[src/cfr_pkg.sv]
// cfr_pkg: register map, field positions and reset values of the core
// flag / reset-status / program counter register block.
// assumes a 32-bit axi4-lite register bus, one register per word.
package cfr_pkg;
  localparam int unsigned ADDR_W = 8;
  localparam logic [7:0] OFF_FLAGS = 8'h00;
  localparam logic [7:0] OFF_PWR = 8'h04;
  localparam logic [7:0] OFF_PCL = 8'h08;
  localparam logic [7:0] OFF_LATCH = 8'h0C;
  localparam logic [7:0] OFF_PC = 8'h10;
  localparam logic [7:0] OFF_IRQ_EN = 8'h14;
  localparam logic [7:0] OFF_IRQ_CLR = 8'h18;
  localparam logic [7:0] OFF_CTRL = 8'h1C;
  localparam logic [7:0] OFF_JUMP = 8'h20;

  localparam int unsigned BIT_CONV = 6;
  localparam int unsigned BIT_CAPCMP = 5;
  localparam int unsigned BIT_CMP2 = 4;
  localparam int unsigned BIT_CMP1 = 3;
  localparam int unsigned BIT_PERIOD = 1;
  localparam int unsigned BIT_OVF = 0;
  localparam logic [7:0] FLAGS_IMPL = 8'h7B;
  localparam logic [7:0] FLAGS_FULL_ONLY = 8'h62;
  localparam int unsigned BIT_POR = 1;
  localparam int unsigned BIT_BOR = 0;

  localparam logic [7:0] FLAGS_RST = 8'h00;
  localparam logic [1:0] PWR_RST = 2'h0;
  localparam logic [12:0] PC_RST = 13'h0000;
  localparam logic [4:0] LATCH_RST = 5'h00;
  localparam logic [1:0] CCP_MODE_RST = 2'h0;
  localparam logic READY_RST = 1'b1;
  localparam logic [1:0] SYNC_FILL = 2'h3;

  localparam logic [1:0] RESP_OKAY = 2'h0;
  localparam logic [1:0] RESP_SLVERR = 2'h2;

  typedef enum logic [1:0] {
    CCP_OFF,
    CCP_CAPTURE,
    CCP_COMPARE,
    CCP_PWM
  } cfr_ccp_mode_t;
endpackage

[src/cfr_regs.sv]
// cfr_regs: peripheral request flags, reset-cause status and 13-bit
// program counter load logic behind an axi4-lite slave.
// assumes peripheral events are one-cycle pulses on core_clk.
`timescale 1ns/1ns
module cfr_regs #(
  parameter bit REDUCED = 1'b0
) (
  input wire logic core_clk,
  input wire logic rst_b,
  input wire logic por_event,
  input wire logic bor_event,
  input wire logic bor_enable,
  input wire logic conv_done,
  input wire logic capture_event,
  input wire logic compare_match,
  input wire logic cmp1_out,
  input wire logic cmp2_out,
  input wire logic period_match,
  input wire logic timer_overflow,
  input wire logic jump_valid,
  input wire logic [10:0] jump_operand,
  input wire logic [cfr_pkg::ADDR_W-1:0] s_axi_awaddr,
  input wire logic s_axi_awvalid,
  output logic s_axi_awready,
  input wire logic [31:0] s_axi_wdata,
  input wire logic [3:0] s_axi_wstrb,
  input wire logic s_axi_wvalid,
  output logic s_axi_wready,
  output logic [1:0] s_axi_bresp,
  output logic s_axi_bvalid,
  input wire logic s_axi_bready,
  input wire logic [cfr_pkg::ADDR_W-1:0] s_axi_araddr,
  input wire logic s_axi_arvalid,
  output logic s_axi_arready,
  output logic [31:0] s_axi_rdata,
  output logic [1:0] s_axi_rresp,
  output logic s_axi_rvalid,
  input wire logic s_axi_rready,
  output logic [12:0] pc_out,
  output logic irq
);
  import cfr_pkg::*;

  // whole block state; one flop bank, one next-state copy
  typedef struct packed {
    logic [1:0] c1_sync;
    logic [1:0] c2_sync;
    logic c1_prev;
    logic c2_prev;
    logic [1:0] sync_fill;
    logic [7:0] flags;
    logic [7:0] irq_en;
    logic [1:0] pwr;
    logic [12:0] pc;
    logic [4:0] latch;
    cfr_ccp_mode_t ccp_mode;
    logic aw_held;
    logic [ADDR_W-1:0] awaddr;
    logic w_held;
    logic [31:0] wdata;
    logic [3:0] wstrb;
    logic bvalid;
    logic [1:0] bresp;
    logic rvalid;
    logic [31:0] rdata;
    logic [1:0] rresp;
    logic aw_rdy;
    logic w_rdy;
    logic ar_rdy;
    logic irq;
  } cfr_state_t;

  cfr_state_t s_q;
  cfr_state_t s_d;

  // known register word; flags, pwr, pcl, latch, pc, en, clr, ctrl, jump
  function automatic logic addr_known(input logic [ADDR_W-1:0] a);
    return a == OFF_FLAGS || a == OFF_PWR || a == OFF_PCL ||
      a == OFF_LATCH || a == OFF_PC || a == OFF_IRQ_EN ||
      a == OFF_IRQ_CLR || a == OFF_CTRL || a == OFF_JUMP;
  endfunction

  function automatic logic [7:0] impl_mask(input logic reduced);
    return reduced ? (FLAGS_IMPL & ~FLAGS_FULL_ONLY) : FLAGS_IMPL;
  endfunction

  ////////////////////////////////////////////////////////////////////////
  logic [7:0] ev;
  logic [7:0] mask;
  logic do_wr;
  logic [31:0] wd;
  logic [7:0] pcl_rd;
  logic primed;

  always_comb begin
    s_d = s_q;
    mask = impl_mask(REDUCED);
    pcl_rd = s_q.pc[7:0];
    // comparator outputs are asynchronous to core_clk
    s_d.c1_sync = {s_q.c1_sync[0], cmp1_out};
    s_d.c2_sync = {s_q.c2_sync[0], cmp2_out};
    s_d.c1_prev = s_q.c1_sync[1];
    s_d.c2_prev = s_q.c2_sync[1];
    primed = s_q.sync_fill == SYNC_FILL;
    // the first samples after reset would look like a pin edge
    if (!primed) begin
      s_d.sync_fill = s_q.sync_fill + 2'h1;
    end

    ev = 8'h00;
    ev[BIT_CONV] = conv_done;
    ev[BIT_CAPCMP] = (s_q.ccp_mode == CCP_CAPTURE && capture_event) ||
      (s_q.ccp_mode == CCP_COMPARE && compare_match);
    ev[BIT_CMP2] = primed && (s_q.c2_sync[1] ^ s_q.c2_prev);
    ev[BIT_CMP1] = primed && (s_q.c1_sync[1] ^ s_q.c1_prev);
    ev[BIT_PERIOD] = period_match;
    ev[BIT_OVF] = timer_overflow;

    // write channel: address and data may arrive in either order
    if (s_axi_awvalid && !s_q.aw_held) begin
      s_d.aw_held = 1'b1;
      s_d.awaddr = s_axi_awaddr;
    end
    if (s_axi_wvalid && !s_q.w_held) begin
      s_d.w_held = 1'b1;
      s_d.wdata = s_axi_wdata;
      s_d.wstrb = s_axi_wstrb;
    end
    do_wr = s_q.aw_held && s_q.w_held && !s_q.bvalid;
    wd = s_q.wdata;

    if (do_wr) begin
      s_d.aw_held = 1'b0;
      s_d.w_held = 1'b0;
      s_d.bvalid = 1'b1;
      s_d.bresp = addr_known(s_q.awaddr) ? RESP_OKAY : RESP_SLVERR;
      if (s_q.wstrb[0]) begin
        unique case (s_q.awaddr)
          // writing zero clears; writing one leaves the flag alone
          OFF_FLAGS: s_d.flags = s_q.flags & wd[7:0];
          OFF_IRQ_CLR: s_d.flags = s_q.flags & ~wd[7:0];
          OFF_IRQ_EN: s_d.irq_en = wd[7:0] & mask;
          OFF_PWR: s_d.pwr = wd[1:0];
          OFF_LATCH: s_d.latch = wd[4:0];
          OFF_PCL: s_d.pc = {s_q.latch, wd[7:0]};
          OFF_CTRL: s_d.ccp_mode = cfr_ccp_mode_t'(wd[1:0]);
          default: s_d.pc = s_q.pc;
        endcase
      end
    end
    // response stands until the master takes it
    if (s_q.bvalid && s_axi_bready) begin
      s_d.bvalid = 1'b0;
    end

    // jump outranks a same-cycle low-byte write; latch untouched
    if (jump_valid) begin
      s_d.pc = {s_q.latch[4:3], jump_operand};
    end

    // event set wins over a same-cycle software clear
    s_d.flags = (s_d.flags | ev) & mask;

    // reset-cause bits clear on their own reset event
    if (por_event) begin
      s_d.pwr[BIT_POR] = 1'b0;
    end
    if (bor_event) begin
      s_d.pwr[BIT_BOR] = 1'b0;
    end
    if (por_event || bor_event) begin
      s_d.pc = PC_RST;
    end

    // read data captured at the address handshake, held until rready
    if (s_axi_arvalid && !s_q.rvalid) begin
      s_d.rvalid = 1'b1;
      s_d.rresp = addr_known(s_axi_araddr) ? RESP_OKAY : RESP_SLVERR;
      unique case (s_axi_araddr)
        OFF_FLAGS: s_d.rdata = {24'h000000, s_q.flags & mask};
        OFF_PWR: s_d.rdata = {30'h0, s_q.pwr[BIT_POR],
          s_q.pwr[BIT_BOR] & bor_enable};
        OFF_PCL: s_d.rdata = {24'h000000, pcl_rd};
        OFF_LATCH: s_d.rdata = {27'h0, s_q.latch};
        OFF_PC: s_d.rdata = {24'h000000, pcl_rd};
        OFF_IRQ_EN: s_d.rdata = {24'h000000, s_q.irq_en};
        OFF_CTRL: s_d.rdata = {30'h0, s_q.ccp_mode};
        default: s_d.rdata = 32'h00000000;
      endcase
    end else if (s_q.rvalid && s_axi_rready) begin
      s_d.rvalid = 1'b0;
    end

    // readies come from their own flops, not through an inverter
    s_d.aw_rdy = !s_d.aw_held;
    s_d.w_rdy = !s_d.w_held;
    s_d.ar_rdy = !s_d.rvalid;
    s_d.irq = |(s_d.flags & s_d.irq_en);
  end

  always_ff @(posedge core_clk or negedge rst_b) begin
    if (!rst_b) begin
      s_q <= '0;
      s_q.flags <= FLAGS_RST;
      s_q.pwr <= PWR_RST;
      s_q.pc <= PC_RST;
      s_q.latch <= LATCH_RST;
      s_q.ccp_mode <= cfr_ccp_mode_t'(CCP_MODE_RST);
      // readies high out of reset so the first request is taken
      s_q.aw_rdy <= READY_RST;
      s_q.w_rdy <= READY_RST;
      s_q.ar_rdy <= READY_RST;
    end else begin
      s_q <= s_d;
    end
  end

  ////////////////////////////////////////////////////////////////////////
  assign s_axi_awready = s_q.aw_rdy;
  assign s_axi_wready = s_q.w_rdy;
  assign s_axi_bvalid = s_q.bvalid;
  assign s_axi_bresp = s_q.bresp;
  assign s_axi_arready = s_q.ar_rdy;
  assign s_axi_rvalid = s_q.rvalid;
  assign s_axi_rdata = s_q.rdata;
  assign s_axi_rresp = s_q.rresp;
  assign pc_out = s_q.pc;
  assign irq = s_q.irq;

  ////////////////////////////////////////////////////////////////////////
  // checks on the rules this block carries out
  property p_conv;
    @(posedge core_clk) disable iff (!rst_b)
      conv_done && !REDUCED |=> s_q.flags[BIT_CONV];
  endproperty
  a_conv: assert property (p_conv) else $error("conv flag not set");

  property p_cap;
    @(posedge core_clk) disable iff (!rst_b)
      capture_event && s_q.ccp_mode == CCP_CAPTURE && !REDUCED
      |=> s_q.flags[BIT_CAPCMP];
  endproperty
  a_cap: assert property (p_cap) else $error("capture flag not set");

  property p_pwm;
    @(posedge core_clk) disable iff (!rst_b)
      s_q.ccp_mode == CCP_PWM && !s_q.flags[BIT_CAPCMP] && !do_wr
      |=> !s_q.flags[BIT_CAPCMP];
  endproperty
  a_pwm: assert property (p_pwm) else $error("pwm set ccp flag");

  property p_cmp1;
    @(posedge core_clk) disable iff (!rst_b)
      $changed(s_q.c1_sync[1]) && s_q.sync_fill == SYNC_FILL
      |=> s_q.flags[BIT_CMP1];
  endproperty
  a_cmp1: assert property (p_cmp1) else $error("cmp1 flag missed");

  property p_ovf;
    @(posedge core_clk) disable iff (!rst_b)
      timer_overflow |=> s_q.flags[BIT_OVF];
  endproperty
  a_ovf: assert property (p_ovf) else $error("overflow flag missed");

  property p_unimpl;
    @(posedge core_clk) disable iff (!rst_b)
      s_q.flags[7] == 1'b0 && s_q.flags[2] == 1'b0;
  endproperty
  a_unimpl: assert property (p_unimpl) else $error("reserved bit set");

  property p_por;
    @(posedge core_clk) disable iff (!rst_b)
      por_event |=> s_q.pwr[BIT_POR] == 1'b0 && s_q.pc == PC_RST;
  endproperty
  a_por: assert property (p_por) else $error("por not cleared");

  property p_pcl;
    @(posedge core_clk) disable iff (!rst_b)
      do_wr && s_q.awaddr == OFF_PCL && s_q.wstrb[0] && !jump_valid &&
      !por_event && !bor_event
      |=> s_q.pc == {$past(s_q.latch), $past(s_q.wdata[7:0])};
  endproperty
  a_pcl: assert property (p_pcl) else $error("pcl load wrong");

  property p_jump;
    @(posedge core_clk) disable iff (!rst_b)
      jump_valid && !por_event && !bor_event
      |=> s_q.pc[12:11] == $past(s_q.latch[4:3]) &&
        s_q.pc[10:0] == $past(jump_operand) &&
        (s_q.latch == $past(s_q.latch) ||
        ($past(do_wr) && $past(s_q.awaddr) == OFF_LATCH));
  endproperty
  a_jump: assert property (p_jump) else $error("jump load wrong");

  property p_cmp2;
    @(posedge core_clk) disable iff (!rst_b)
      $changed(s_q.c2_sync[1]) && s_q.sync_fill == SYNC_FILL
      |=> s_q.flags[BIT_CMP2];
  endproperty
  a_cmp2: assert property (p_cmp2) else $error("cmp2 flag missed");

  property p_cmp;
    @(posedge core_clk) disable iff (!rst_b)
      compare_match && s_q.ccp_mode == CCP_COMPARE && !REDUCED
      |=> s_q.flags[BIT_CAPCMP];
  endproperty
  a_cmp: assert property (p_cmp) else $error("compare flag not set");

  property p_period;
    @(posedge core_clk) disable iff (!rst_b)
      period_match && !REDUCED |=> s_q.flags[BIT_PERIOD];
  endproperty
  a_period: assert property (p_period) else $error("period missed");

  // no flag may drop without a software write
  property p_sticky;
    @(posedge core_clk) disable iff (!rst_b)
      !do_wr |=> (s_q.flags & $past(s_q.flags)) == $past(s_q.flags);
  endproperty
  a_sticky: assert property (p_sticky) else $error("flag lost");

  property p_reduced;
    @(posedge core_clk) disable iff (!rst_b)
      REDUCED |-> (s_q.flags & FLAGS_FULL_ONLY) == 8'h00 &&
        (s_q.irq_en & FLAGS_FULL_ONLY) == 8'h00;
  endproperty
  a_reduced: assert property (p_reduced) else $error("hidden bit set");

  property p_bor;
    @(posedge core_clk) disable iff (!rst_b)
      bor_event |=> s_q.pwr[BIT_BOR] == 1'b0 && s_q.pc == PC_RST;
  endproperty
  a_bor: assert property (p_bor) else $error("bor not cleared");

  property p_bor_off;
    @(posedge core_clk) disable iff (!rst_b)
      s_axi_arvalid && s_axi_arready && s_axi_araddr == OFF_PWR &&
      !bor_enable |=> s_axi_rdata[BIT_BOR] == 1'b0;
  endproperty
  a_bor_off: assert property (p_bor_off) else $error("bor not masked");

  property p_pcl_rd;
    @(posedge core_clk) disable iff (!rst_b)
      s_axi_arvalid && s_axi_arready && s_axi_araddr == OFF_PCL
      |=> s_axi_rdata == {24'h000000, $past(s_q.pc[7:0])};
  endproperty
  a_pcl_rd: assert property (p_pcl_rd) else $error("pcl read bad");

  property p_pch;
    @(posedge core_clk) disable iff (!rst_b)
      !jump_valid && !por_event && !bor_event &&
      !(do_wr && s_q.awaddr == OFF_PCL && s_q.wstrb[0])
      |=> $stable(s_q.pc[12:8]);
  endproperty
  a_pch: assert property (p_pch) else $error("pc upper changed");
endmodule

[config.mk]
export PLATFORM = sky130hd
export DESIGN_NAME = cfr_regs
export DESIGN_NICKNAME = d
export VERILOG_FILES = /design/src/cfr_pkg.sv /design/src/cfr_regs.sv
export SDC_FILE = /design/constraint.sdc
export NUM_CORES = 1
export LEC_CHECK = 0
export BUFFER_PORTS_ARGS = -buffer_cell sky130_fd_sc_hd__clkbuf_2
export CAP_MARGIN = 40
export CORE_ASPECT_RATIO = 2
export CORE_UTILIZATION = 40
export DETAILED_ROUTE_END_ITERATION = 10
export PLACE_DENSITY = 0.66
export SETUP_SLACK_MARGIN = 0.4
export SYNTH_ARGS = -nofsm -noshare
export SYNTH_HDL_FRONTEND = slang
export SYNTH_SLANG_ARGS = --single-unit
[constraint.sdc]
create_clock -name core_clk -period 3.05 [get_ports core_clk]
set_input_delay 0.4575 -clock core_clk [delete_from_list [all_inputs] [get_ports core_clk]]
set_output_delay 0.4575 -clock core_clk [all_outputs]
set_load 0.03 [all_outputs]
==> results.sh <==
export IMPL_clk_pin_slew_ns=0.06
export IMPL_maxCapViolations=0
export IMPL_slew_violations=0
export IMPL_multi_input_area_sq_um=1580
export IMPL_setup_viol=0
export IMPL_path_class="reg2reg"
export IMPL_root_buffer="clkbuf_16"
export IMPL_fp_dieH_um=142
export IMPL_synth_edff_count=0
export IMPL_whs_ns=0.228
export IMPL_routed_via_density=5.17
export IMPL_hold_class="in2reg"
export IMPL_gp_congestion=0.871
export IMPL_syn_inst=353
export IMPL_routedWlPerCell_um=16.8
export IMPL_min_to="s_d[133]"
export IMPL_rsz0062_at_grt="false"
export IMPL_finalSetupTns_ns=0
export IMPL_grt_usage_pct=19.2
export IMPL_placed_area_sq_um=4200
export IMPL_finalCritPeriodShare_pct=80.2
export IMPL_fin_crit_ns=2.45
export IMPL_antenna_left=0
export IMPL_remaining_drc_errors=0
export IMPL_ys_ff_latch=77
export IMPL_wl_mm=9.13
export IMPL_core_sq_um=9450
export IMPL_fmax_mhz=409
export IMPL_cts_buffers=9
export IMPL_n_antenna_cell=0
export IMPL_cp_max_fo=10
export IMPL_r2r_start="s_q[86]"
export IMPL_synthTopCellsByArea="dfrtp_1 (47%), buf_4 (9.4%), mux2_2 (7.5%)"
export IMPL_cts_htree_levels=3
export IMPL_cts_resized=0
export IMPL_drive_above_1_share_pct=34.5
export IMPL_drt_initial_drc_count=132
export IMPL_synth_common_cells="dfrtp_1 (74), buf_4 (49), mux2_2 (26), nand2_1 (26), clkbuf_1 (15)"
export IMPL_die_x_um=71.9
export IMPL_start_kind="flip-flop"
export IMPL_dp_cells=528
export IMPL_fin_skew_ns=0.00707
export IMPL_io_pins=136
export IMPL_first_pass_iters=6
export IMPL_final_hold_viol_count=0
export IMPL_cts_tree="yes"
export IMPL_fillCellCount=892
export IMPL_area_growth_pct=15.1
export IMPL_vdd_ir_drop_worst_uv=420
export IMPL_holdPathStages=1
export IMPL_async_flop_share_pct=100
export IMPL_reg2reg_depth=5
export IMPL_critPathArrivalTime_ns=2.63
export IMPL_stdcell_area_sq_um=4500
export IMPL_power_total_mw=3.35
export IMPL_die_area_sq_um=10200
export IMPL_fin_ws_ns=0.603
export IMPL_clock_latency_ns=0.34
export IMPL_initial_utilization_pct=41.4
export IMPL_min_from="cmp1_out"
export IMPL_pre_cts_slack_ns=0.447
export IMPL_required_ns=3.24
export IMPL_final_cells=545
export IMPL_status="complete, no violations"
export IMPL_layout_nets=492
export IMPL_synth_cell_types=57
export IMPL_port_buffers=82
export IMPL_vias=2817
export IMPL_synthFlopType="dfrtp_1"
export IMPL_rows=50
export IMPL_yosysMostFrequentCell="dfrtp_1"
export IMPL_p_leak_nw=2.13
export IMPL_worst_pin_slew_ns=0.734
export IMPL_antenna_found_initial=0
export IMPL_power_density_nw_per_um2=743
export IMPL_fin_util_pct=47.7
export IMPL_yosys_warnings=0
export IMPL_hpwl_mm=7.07
export IMPL_seq_area_frac_synth_pct=49.3
export IMPL_grt_pass1_wl_mm=14.2
export IMPL_mappedNetlistArea_sq_um=3910
export IMPL_rr_endpoint="irq"
export IMPL_synthDominantCellAreaShare_pct=47.3
export IMPL_grt_pass1_vias=2803
export IMPL_cts_sinks=77
export IMPL_clk_path_buf_depth=2
export IMPL_seq_area_sq_um=1930
export IMPL_syn_avg_cell_area_sq_um=11.1
export IMPL_overflow=0
export IMPL_reg2reg_slack_ns=0.60
export IMPL_grt_max_degree=70
export IMPL_end_kind="flip-flop"
export IMPL_slew_headroom_pct=51.0
export IMPL_synth_top_area_cell="dfrtp_1"
## layer usage
layer / GRT usage, % / vias up / wire [um]
li1: - / 1311 / -
met1: 18.5 / 1366 / 3120
met2: 34.7 / 106 / 5030
met3: 4.26 / 34 / 360
met4: 13.8 / 0 / 621
met5: 0 / - / 0
## layout make-up
type                       instances  share of cell area [%]
sequential                        77                    42.9
tap                              130                    3.61
clock buffer                      12                    5.48
inverter                          12                    1.00
timing repair buffer              89                    10.8
multi-input combinational        221                    35.1
clock inverter                     4                    1.06
## report_power, final
| group | internal (mW) | switching (mW) | total [mW] |
|---|---|---|---|
| combinational | 0.331 | 0.485 | 0.816 |
| sequential | 1.24 | 0.251 | 1.49 |
| clock | 0.653 | 0.387 | 1.04 |
| total | 2.22 | 1.12 | 3.35 |
## state kept, by name (all words and copies together), names as in the netlist, 4 cells and up
signal and cells:
s_q 36, pc_out 13, s_d 4, wd 8, s_axi_rdata 8
## worst max-delay path, stage by stage, from the launching register on
cell      delay, ns
dfrtp_1        0.39
or4_4          0.62
nor4_4         0.41
mux2_2         0.41
a222oi_1       0.31
nand4_1        0.16
## placed cells by master (no fill, tap or decap), types with 4 or more instances in the layout
cell type,netlist,routed
nor2_1,12,12
clkbuf_16,0,9
buf_4,49,6
o2bb2ai_1,6,6
mux2i_1,11,11
a22o_1,9,9
conb_1,1,26
a21oi_1,5,5
nor2b_1,4,4
o21ai_0,13,13
nand2b_1,4,4
clkbuf_2,0,81
nand4_1,5,5
nand2_1,26,26
or3_1,4,4
inv_1,12,12
nor4_1,7,7
a222oi_1,5,5
dfrtp_1,74,74
mux2_2,26,26
mux2_1,5,5
## timing repair
action / in CTS / in global routing
endpoints found under the hold margin: 7 / 0
hold buffers: 1 / 0
endpoints found under the setup margin: 0 / 1
buffers inserted: 0 / 0
## kinds of logic after synthesis
group,count (synthesis),share of synthesized area [%]
other,1,0.0958
adders and majority gates,1,0.320
DFF,77,49.3
AOI/OAI and AO/OA,59,11.2
xor gates and xnor gates,4,0.896
muxes,43,12.3
buffers and inverters,80,12.6
and+or+nand+nor,88,13.2
## how the worst max path moves through the flow
stage / end / startpoint / cells after the start
3_5_place_dp: irq / s_q[86] / 5
5_1_grt: irq / s_q[86] / 5
6_report: irq / s_q[86] / 5
2_1_floorplan: irq / s_q[86] / 6
4_1_cts: irq / s_q[86] / 5
3_3_place_gp: irq / s_q[86] / 5
Note: power is estimated with default switching activity, not from simulation.
